File: src/verilog/crit_limit_pkg.sv
// shared offsets, field positions and reset values of the critical limit register group
`default_nettype none
package crit_limit_pkg;
	// =====================================================
	// register indices; byte address is four times the index
	localparam logic [7:0] IDX_LOW_LSB = 8'h14;
	localparam logic [7:0] IDX_CRIT_LIMIT = 8'h19;
	localparam logic [7:0] IDX_HYST = 8'h21;
	localparam logic [7:0] IDX_BETA = 8'h30;
	localparam logic [7:0] IDX_CTRL = 8'h40;
	localparam logic [7:0] IDX_STATUS = 8'h41;
	localparam logic [7:0] IDX_MASK = 8'h42;
	localparam logic [7:0] IDX_STATE = 8'h43;
	localparam logic [9:0] A_LOW_LSB = {IDX_LOW_LSB, 2'b00};
	localparam logic [9:0] A_CRIT_LIMIT = {IDX_CRIT_LIMIT, 2'b00};
	localparam logic [9:0] A_HYST = {IDX_HYST, 2'b00};
	localparam logic [9:0] A_BETA = {IDX_BETA, 2'b00};
	localparam logic [9:0] A_CTRL = {IDX_CTRL, 2'b00};
	localparam logic [9:0] A_STATUS = {IDX_STATUS, 2'b00};
	localparam logic [9:0] A_MASK = {IDX_MASK, 2'b00};
	localparam logic [9:0] A_STATE = {IDX_STATE, 2'b00};
	// =====================================================
	// field positions
	localparam int LOW_LSB_LO = 5;
	localparam int BETA_EN_BIT = 1;
	localparam int OVERRIDE_BIT = 1;
	localparam int USF_BIT = 0;
	localparam int CRIT_FLAG_BIT = 0;
	localparam int LOCK_BIT = 0;
	localparam int CRIT_ACT_BIT = 1;
	// =====================================================
	// reset values
	localparam logic [2:0] RST_LOW_LSB = 3'h0;
	localparam logic [7:0] RST_CRIT_LIMIT = 8'h6e;
	localparam logic [6:0] RST_HYST = 7'h0a;
	localparam logic RST_BETA_EN = 1'b1;
	localparam logic RST_OVERRIDE = 1'b1;
	localparam logic RST_USF = 1'b0;
	localparam logic RST_MASK = 1'b0;
endpackage
`default_nettype wire

File: src/verilog/remote_crit_limit_registers.sv
// critical limit register group behind an AHB-Lite slave port
`default_nettype none
// How it works
// - low setpoint LSB bits 4:0 unused, always read zero.
// - critical limit is an 8-bit integer resetting to 0x6e, 110 degrees.
// - with override bit cleared, writing a new limit locks the limit.
// - limit format follows the unsigned-format select bit.
// - with select cleared, bit 7 is sign, rest weigh 64 down to 1.
// - critical stays until temperature falls below limit minus hysteresis.
// - hysteresis is 7-bit unsigned in bits 6:0, resets to 0x0a.
// - hysteresis bit 7 accepts any write with no effect.
// - beta bit 1 enables compensation, resets to 1.
// - beta register bits 7:2 always read zero.
// - beta register bit 0 always reads zero.
// - above limit sets critical flag, event and shutdown outputs.
module remote_crit_limit_registers
	import crit_limit_pkg::*;
(
	input wire logic CLK_I,
	input wire logic RST_N_I,
	input wire logic HSEL_I,
	input wire logic [31:0] HADDR_I,
	input wire logic [1:0] HTRANS_I,
	input wire logic HWRITE_I,
	input wire logic [2:0] HSIZE_I,
	input wire logic [31:0] HWDATA_I,
	input wire logic HREADY_I,
	output logic [31:0] HRDATA_O,
	output logic HREADYOUT_O,
	output logic HRESP_O,
	input wire logic CONV_DONE_I,
	input wire logic [7:0] REMOTE_TEMP_I,
	output logic CRIT_SHUTDOWN_O,
	output logic EVENT_O,
	output logic IRQ_O,
	output logic BETA_COMP_EN_O
);
	// =====================================================
	// state
	typedef struct packed {
		logic [2:0] low_lsb;
		logic [7:0] crit_limit;
		logic [6:0] hyst;
		logic beta_en;
		logic override;
		logic unsigned_format_select;
		logic locked;
		logic status;
		logic mask;
		logic irq;
		logic evt;
		logic wr_pend;
		logic [9:0] wr_addr;
		logic [31:0] rdata;
		logic ready;
		logic resp;
	} regs_t;
	regs_t r;
	regs_t r_nxt;
	logic acc_w;
	logic hit_w;
	logic [9:0] addr_w;
	logic crit_w;
	logic rise_w;
	logic rd_w;

	// =====================================================
	// comparator
	crit_eval u_eval (
		.clk_i(CLK_I),
		.rst_n_i(RST_N_I),
		.conv_done_i(CONV_DONE_I),
		.temp_i(REMOTE_TEMP_I),
		.limit_i(r.crit_limit),
		.hyst_i(r.hyst),
		.usf_i(r.unsigned_format_select),
		.crit_o(crit_w),
		.rise_o(rise_w)
	);

	// =====================================================
	// bus decode
	// only single word transfers are expected; hsize is not checked
	assign acc_w = HSEL_I && HREADY_I && HTRANS_I[1];
	assign addr_w = HADDR_I[9:0];
	assign hit_w = (HADDR_I[31:10] == 22'h0) && (HADDR_I[1:0] == 2'b00);
	assign rd_w = acc_w && !HWRITE_I && hit_w;

	// read mux; reserved and unmapped bits answer zero
	function automatic logic [31:0] rd_mux(input regs_t s, input logic [9:0] a, input logic c);
		logic [31:0] d;
		d = 32'h0;
		case (a)
			A_LOW_LSB: d[7:LOW_LSB_LO] = s.low_lsb;
			A_CRIT_LIMIT: d[7:0] = s.crit_limit;
			A_HYST: d[6:0] = s.hyst;
			A_BETA: d[BETA_EN_BIT] = s.beta_en;
			A_CTRL: begin
				d[OVERRIDE_BIT] = s.override;
				d[USF_BIT] = s.unsigned_format_select;
			end
			A_STATUS: d[CRIT_FLAG_BIT] = s.status;
			A_MASK: d[CRIT_FLAG_BIT] = s.mask;
			A_STATE: begin
				d[LOCK_BIT] = s.locked;
				d[CRIT_ACT_BIT] = c;
			end
			default: d = 32'h0;
		endcase
		return d;
	endfunction

	// =====================================================
	// next state
	always_comb begin
		r_nxt = r;
		r_nxt.ready = 1'b1;
		r_nxt.resp = 1'b0;
		r_nxt.wr_pend = acc_w && HWRITE_I && hit_w;
		r_nxt.wr_addr = addr_w;
		// data phase of a write: store the word
		if (r.wr_pend) begin
			case (r.wr_addr)
				A_LOW_LSB: r_nxt.low_lsb = HWDATA_I[7:LOW_LSB_LO];
				A_CRIT_LIMIT: begin
					if (!r.locked) begin
						r_nxt.crit_limit = HWDATA_I[7:0];
						r_nxt.locked = !r.override;
					end
				end
				A_HYST: r_nxt.hyst = HWDATA_I[6:0];
				A_BETA: r_nxt.beta_en = HWDATA_I[BETA_EN_BIT];
				A_CTRL: begin
					r_nxt.override = HWDATA_I[OVERRIDE_BIT];
					r_nxt.unsigned_format_select = HWDATA_I[USF_BIT];
				end
				A_MASK: r_nxt.mask = HWDATA_I[CRIT_FLAG_BIT];
				default: r_nxt.resp = 1'b0;
			endcase
		end
		// address phase of a read: capture data, a status read clears it
		r_nxt.rdata = 32'h0;
		if (acc_w && !HWRITE_I && hit_w) begin
			r_nxt.rdata = rd_mux(r, addr_w, crit_w);
			if (addr_w == A_STATUS) begin
				r_nxt.status = 1'b0;
			end
		end
		// a new event beats a clear in the same cycle
		if (rise_w) begin
			r_nxt.status = 1'b1;
		end
		r_nxt.evt = r_nxt.status;
		r_nxt.irq = r_nxt.status && !r_nxt.mask;
	end

	// register the whole state
	always_ff @(posedge CLK_I) begin
		if (!RST_N_I) begin
			r <= '0;
			r.low_lsb <= RST_LOW_LSB;
			r.crit_limit <= RST_CRIT_LIMIT;
			r.hyst <= RST_HYST;
			r.beta_en <= RST_BETA_EN;
			r.override <= RST_OVERRIDE;
			r.unsigned_format_select <= RST_USF;
			r.mask <= RST_MASK;
			r.ready <= 1'b1;
		end else begin
			r <= r_nxt;
		end
	end

	// =====================================================
	// outputs, all from flops
	assign HRDATA_O = r.rdata;
	assign HREADYOUT_O = r.ready;
	assign HRESP_O = r.resp;
	assign CRIT_SHUTDOWN_O = crit_w;
	assign EVENT_O = r.evt;
	assign IRQ_O = r.irq;
	assign BETA_COMP_EN_O = r.beta_en;
endmodule
`default_nettype wire

File: src/verilog/crit_eval.sv
// critical temperature comparator with hysteresis, evaluated per finished conversion
`default_nettype none
module crit_eval
	import crit_limit_pkg::*;
(
	input wire logic clk_i,
	input wire logic rst_n_i,
	input wire logic conv_done_i,
	input wire logic [7:0] temp_i,
	input wire logic [7:0] limit_i,
	input wire logic [6:0] hyst_i,
	input wire logic usf_i,
	output logic crit_o,
	output logic rise_o
);
	// =====================================================
	// state
	typedef struct packed {
		logic crit;
		logic rise;
	} eval_t;
	eval_t s_r;
	eval_t s_nxt;
	logic signed [9:0] t_w;
	logic signed [9:0] l_w;
	logic signed [9:0] rel_w;

	// both operands widened the same way, so signed and unsigned forms compare alike
	function automatic logic signed [9:0] widen(input logic [7:0] v, input logic u);
		return u ? $signed({2'b00, v}) : $signed({{2{v[7]}}, v});
	endfunction

	// limit minus hysteresis cannot wrap in ten bits
	assign t_w = widen(temp_i, usf_i);
	assign l_w = widen(limit_i, usf_i);
	assign rel_w = l_w - $signed({3'b000, hyst_i});

	// set above the limit, release only below limit minus hysteresis
	always_comb begin
		s_nxt = s_r;
		s_nxt.rise = 1'b0;
		if (conv_done_i) begin
			if (!s_r.crit && t_w > l_w) begin
				s_nxt.crit = 1'b1;
				s_nxt.rise = 1'b1;
			end else if (s_r.crit && t_w < rel_w) begin
				s_nxt.crit = 1'b0;
			end
		end
	end

	// register the whole state
	always_ff @(posedge clk_i) begin
		if (!rst_n_i) begin
			s_r <= '0;
		end else begin
			s_r <= s_nxt;
		end
	end

	assign crit_o = s_r.crit;
	assign rise_o = s_r.rise;
endmodule
`default_nettype wire

File: config.mk
export PLATFORM = sky130hd
export DESIGN_NAME = remote_crit_limit_registers
export DESIGN_NICKNAME = d
export VERILOG_FILES = /design/src/verilog/crit_limit_pkg.sv /design/src/verilog/remote_crit_limit_registers.sv /design/src/verilog/crit_eval.sv
export SDC_FILE = /design/constraint.sdc
export NUM_CORES = 1
export LEC_CHECK = 0
export BUFFER_PORTS_ARGS = -buffer_cell sky130_fd_sc_hd__buf_4
export CORE_MARGIN = 2
export CORE_UTILIZATION = 48
export DETAILED_ROUTE_END_ITERATION = 6
export PLACE_DENSITY = 0.8
export SYNTH_ARGS = -nofsm -noshare
export SYNTH_HDL_FRONTEND = slang
export SYNTH_SLANG_ARGS = --single-unit
File: constraint.sdc
create_clock -name CLK_I -period 3.5 [get_ports CLK_I]
set_input_delay 0.35 -clock CLK_I [delete_from_list [all_inputs] [get_ports CLK_I]]
set_output_delay 0.35 -clock CLK_I [all_outputs]
set_load 0.03 [all_outputs]
==> results of run 1 <==
## logic make-up (layout without fill, tap and decap cells)
group,after synthesis,count (layout),share of synthesized area [%]
adders and majority gates,26,26,11.7
muxes,14,14,5.36
and+or+nand+nor,118,118,24.5
AOI/OAI and AO/OA,47,47,11.7
buffers and inverters,62,96,12.6
other,2,26,0.263
DFF,46,46,32.3
xor gates and xnor gates,5,5,1.54
## sequential cells by signal, indices dropped and copies added (netlist names)
register	cells
BETA_COMP_EN_O	1
EVENT_O	1
u_eval.rise_o	1
r	33
HRDATA_O	8
u_eval.crit_o	1
IRQ_O	1
## report_power, final
part | leakage [nW] | switching (mW) | internal (mW)
sequential | 0.374 | 0.00843 | 0.533
clock | 0.0383 | 0.159 | 0.138
combinational | 1.01 | 0.0889 | 0.0681
total | 1.43 | 0.257 | 0.738
## per-layer routing
layer | vias up | share of wire [%]
li1 | 1187 | -
met1 | 1032 | 45
met2 | 70 | 47
met3 | 6 | 6.5
met4 | 0 | 1.2
met5 | - | 0
## critical path, delay by kind of cell (launching register included)
family,cells,cell delay [ps]
flops,1,360
xor+xnor,1,210
buf+inv,2,120
fa+ha+maj,3,810
simple gates,2,150
compound gates,7,1100
## per-stage QoR
stage / power, mW / cell area [um^2]
after floorplan: 0.662 / 2940
after global placement: 0.708 / 3260
after detailed placement: 0.711 / 3260
after CTS: 1.00 / 3340
after global routing: 1.04 / 3340
final: 0.995 / 3340
## cell type report
class,count,area (um^2),area share (%)
Multi-Input combinational cell,236,1660,49.7
Sequential cell,46,921,27.6
Timing Repair Buffer,67,503,15.1
Tap cell,75,93.8,2.81
Inverter,22,82.6,2.48
Clock buffer,7,76.3,2.29
## path summary, 6_finish.rpt
kind              start             to  slack [ps]
max               r[60]  u_eval.crit_o         650
min          HADDR_I[9]          r[43]         290
max reg2reg       r[60]  u_eval.crit_o         650
min reg2reg       r[58]    HRDATA_O[5]         490
## layout by cell type (no fill, tap or decap), types with 2 or more instances in the layout
master	synthesis	layout
dfxtp_1	46	46
nor3_1	6	6
nand3b_1	4	4
clkbuf_8	0	5
nand2b_1	3	3
and3_1	4	4
xor2_1	2	2
inv_1	22	22
conb_1	2	26
and2_1	11	11
nand3_1	9	9
nand2_1	20	20
a211oi_1	2	2
o2111ai_1	3	3
xnor2_1	3	3
mux2i_1	13	13
a21oi_1	6	6
o211ai_1	7	7
a222oi_1	2	2
nand4_1	3	3
ha_1	25	25
nor4_2	3	3
nor2b_1	15	15
a21o_1	2	2
o21a_1	3	3
nor4_1	5	5
o21ai_0	8	8
nor4bb_1	2	2
buf_4	34	67
a31oi_1	2	2
clkbuf_1	6	2
nor2_1	23	23
nor4b_1	4	4
a22oi_1	6	6
==> impl_metrics.ini, run 1 <==
[logic_synthesis]
yosysMostFrequentCell = dfxtp_1
avgSynthCellArea_um2 = 8.91
netlist_area_um2 = 2850
ys_top_cells_by_count = 46 x dfxtp_1, 34 x buf_4, 25 x ha_1
synthFlopType = dfxtp_1
yosys.area.top_type_share_pct = 32.3
ys_async_sr_fraction_pct = 0
seq_area_frac_synth_pct = 32.3
synth_cell_types = 47
synth_edf_count = 0
synthTopCellsByArea = dfxtp_1 32%, ha_1 11%, buf_4 9.0%
synth_warnings = 0
syn-instance-count = 320
synth-seq-cells = 46
synth.largest_area_cell = dfxtp_1

[grt]
grt_pass1_wl_um = 10300
grt_pass1_vias = 2180
antenna_found_initial = 0
met1_usage_pct = 26.7
grtUsageMet2_pct = 32.6
grt_max_degree = 39
busiest_layer = met2
grt_util_met3_pct = 3.78
grtUsageTotal_pct = 20.0
globalRouteOverflowTotal = 0

[die]
die_area_um2 = 6570
die_x_um = 81.1
core-area_um2 = 5820
die_h_um = 81.1
initial_core_util_pct = 49.0
io_pins = 121
rows = 28

[power_and_ir_drop]
vdd_ir_drop_max_v = 0.000137
powerDensity_nw_per_um2 = 298
p_leak_nw = 1.43

[detailed_routing]
wl_per_cell_um = 13.4
wl_um = 6090
drc = 0
drt_first_pass_iters = 4
vias = 2295
avgViaCountPerCell = 5.07
antenna_left = 0
drt_iter0_markers = 216

[final_layout]
fill_cells = 530
drive_gt1_share_pct = 20.9
areaGrowthSynthToFinish_pct = 17.0
antenna_cells = 0
fin_util_pct = 57.4
nNetsFinal = 487
fin_cells = 453

[sta]
setup_violations = 0
finClkSkew_ps = 4.63
tightest_slew_ps = 713
whs_ps = 286
rsz0062_at_grt = no
slew_violations = 0
setup_ws_ps = 651
period_needed_ps = 2850
tns_ps = 0
fin_crit_sh_pct = 81.4
final-hold-violation-count = 0
clock.fmax_mhz = 351
max-slew-margin-rel_pct = 52.1

[clock_network]
tritoncts = yes
cts_buffers = 5
clock-sinks = 46
clock_latency_ps = 290
clock-root-buffer = clkbuf_8
path_clk_slew_ps = 80
post_cts_buffers = 0
post_cts_resized = 0
cts.path.max_buffers = 2
hold_buffers = 0
htree_levels = 2

[critical_path]
crit_chain = inv_1 > ha_1 > inv_1 > fa_1 > a21o_1 > a21oi_1 > o21ai_0 > o21ai_0 > xor2_1 > ha_1 > nand3_1 > nor3_1 > o21ai_0 > o2111ai_1 > a41o_1
critPathLaunchType = register
critPathCaptureType = register
arrival_ps = 3030
slowest_delay_ps = 400
crit_slowest_cell = fa_1
reg2regPathDepth = 15
path_max_fanout = 4
crit_top_cell = o21ai_0
crit_type = reg -> reg
cp_data_required_time_ps = 3680

[placed_design]
gp_congestion = 0.851
dp_cells = 446
io_buffers = 66
hpwl_um = 5000
pre_cts_ws_ps = 654

[hold_path]
hold_depth = 2
min-delay-path-class = in -> reg

[flow_run]
maxCapViolCount = 0

[status]
status = finished, final reports clean
(Power assumes the default switching activity.)
==> run 2: changes to the inputs <==
--- a/config.mk
+++ b/config.mk
@@ -7,9 +7,9 @@
 export LEC_CHECK = 0
 export BUFFER_PORTS_ARGS = -buffer_cell sky130_fd_sc_hd__buf_4
 export CORE_MARGIN = 2
-export CORE_UTILIZATION = 48
+export CORE_UTILIZATION = 44
 export DETAILED_ROUTE_END_ITERATION = 6
-export PLACE_DENSITY = 0.8
+export PLACE_DENSITY = 0.78
 export SYNTH_ARGS = -nofsm -noshare
 export SYNTH_HDL_FRONTEND = slang
 export SYNTH_SLANG_ARGS = --single-unit
==> constraint.sdc (replaced) <==
create_clock -name CLK_I -period 2.6 [get_ports CLK_I]
set_input_delay 0.26 -clock CLK_I [delete_from_list [all_inputs] [get_ports CLK_I]]
set_output_delay 0.26 -clock CLK_I [all_outputs]
set_load 0.03 [all_outputs]
==> impl_metrics.ini, run 2 (same netlist as run 1, synthesis figures left out) <==
[placed_design]
hpwl_um = 5380
gp_congestion = 0.827
io_buffers = 66
dp_cells = 458

[critical_path]
cp_data_required_time_ps = 2800
regToRegStartpoint = r[57]
r2r_end = u_eval.crit_o
cp_num_buf_inv = 1
rrSetupSlack_ps = -30
crit_chain = inv_1 > ha_1 > and3_1 > a21oi_2 > nand2_1 > nor2_1 > xor2_1 > ha_1 > nand2_1 > nor2_1 > a211oi_2 > o2111ai_2 > a41o_1
cpLargestDelayFamily = compound AO/OA/AOI/OAI gates
reg2regPathDepth = 13
critPathCaptureType = register
path_max_fanout = 4
slowest_delay_ps = 360
arrival_ps = 2820
crit_type = reg -> reg
crit_slowest_cell = dfxtp_1
critPathLaunchType = register

[hold_path]
min_to = r[43]
hold_depth = 2
hp-start = HADDR_I[9]
min-delay-path-class = in -> reg

[detailed_routing]
drc = 0
antenna_left = 0
wl_per_cell_um = 14.6
wl_um = 6820
avgViaCountPerCell = 5.19
drt_iter0_markers = 195
vias = 2420
drt_first_pass_iters = 4

[die]
rows = 29
die_h_um = 84.5
die_x_um = 84.5
die_area_um2 = 7140
core-area_um2 = 6310
initial_core_util_pct = 45.1
io_pins = 121

[sta]
rsz0062_at_grt = yes
slew_violations = 0
finClkSkew_ps = 9.91
setup_violations = 1
setup_ws_ps = -26.0
final-hold-violation-count = 0
period_needed_ps = 2630
clock.fmax_mhz = 381
fin_crit_sh_pct = 101
tightest_slew_ps = 636
max-slew-margin-rel_pct = 57.5
whs_ps = 175

[power_and_ir_drop]
p_leak_nw = 1.49
powerDensity_nw_per_um2 = 403
vdd_ir_drop_max_v = 0.000251
finalPower_mw = 1.41

[final_layout]
mostFrequentLayoutCell = buf_4
most-common-layout-cells = 77 x buf_4, 45 x dfxtp_1, 26 x conb_1
regMostFlops = r
fin_util_pct = 55.3
drive_gt1_share_pct = 26.7
nNetsFinal = 497
fill_cells = 568
fin_cells = 466
largest_reg_flops = 33
antenna_cells = 0
areaGrowthSynthToFinish_pct = 22.4

[grt]
grt_max_degree = 39
grt_pass1_wl_um = 10900
grt_pass1_vias = 2380
globalRouteOverflowTotal = 0
grtUsageTotal_pct = 18.7
antenna_found_initial = 0

[flow_run]
maxCapViolCount = 0

[clock_network]
post_cts_buffers = 0
hold_buffers = 0
htree_levels = 2
cts.path.max_buffers = 2
clock_latency_ps = 300
clock-sinks = 46
tritoncts = yes
path_clk_slew_ps = 90
clock-root-buffer = clkbuf_8
cts_buffers = 5

[status]
violations = negative setup slack
status = finished with violations
-- run 2: cell count changes in the layout (fill, tap and decap cells not counted), moves of 2 or more --
cell,before,now
o21ai_1,0,2
buf_4,67,77
nor3_2,0,2
o21ai_0,8,5
o2111ai_2,0,2
nor3_1,6,4
a21oi_2,0,2
a21oi_1,6,4
o2111ai_1,3,1
-- run 2: worst max path at each step --
stage | startpoint | to | slack, ps | depth (start not counted)
3_5_place_dp | r[60] | u_eval.crit_o | -170 | 15
5_1_grt | r[57] | u_eval.crit_o | -170 | 13
4_1_cts | r[60] | u_eval.crit_o | 6 | 14
2_1_floorplan | r[60] | u_eval.crit_o | 60 | 15
6_report | r[57] | u_eval.crit_o | -30 | 13
3_3_place_gp | r[60] | u_eval.crit_o | -40 | 15
-- run 2: metrics by stage --
stage / area, um^2 / setup slack (ps) / TNS, ps
global route: 3490 / -172 / -172
global placement: 3340 / -37.4 / -37.4
CTS: 3450 / 5.82 / 0
detailed placement: 3340 / -170 / -170
floorplan: 2940 / 55.6 / 0
finish: 3490 / -26.0 / -26.0
-- run 2: power breakdown --
group / switching, mW / internal, mW
Sequential: 0.0119 / 0.717
Clock: 0.239 / 0.215
Combinational: 0.127 / 0.0966
Total: 0.378 / 1.03
-- run 2: metal layers --
layer  GRT usage [%]  routed length (um)  up-vias
met4            5.05                  70        0
met5               0                   0        -
met1            24.1                2950     1143
met2            32.6                3480       66
li1                -                   -     1205
met3            2.85                 316        6
-- run 2: repair_timing --
| action | 4_1_cts | 5_1_grt |
|---|---|---|
| endpoints found under the setup margin | 1 | 1 |
| pin swaps | 5 | 2 |
| gates resized for setup | 8 | 8 |
-- run 2: layout make-up --
cell class	instances	area, um^2	area share (%)
Clock buffer	7	86.3	2.47
Timing Repair Buffer	77	578	16.6
Inverter	22	82.6	2.37
Sequential cell	46	922	26.4
Multi-Input combinational cell	236	1720	49.2
Tap cell	77	96.3	2.76
Clock inverter	1	5.00	0.143
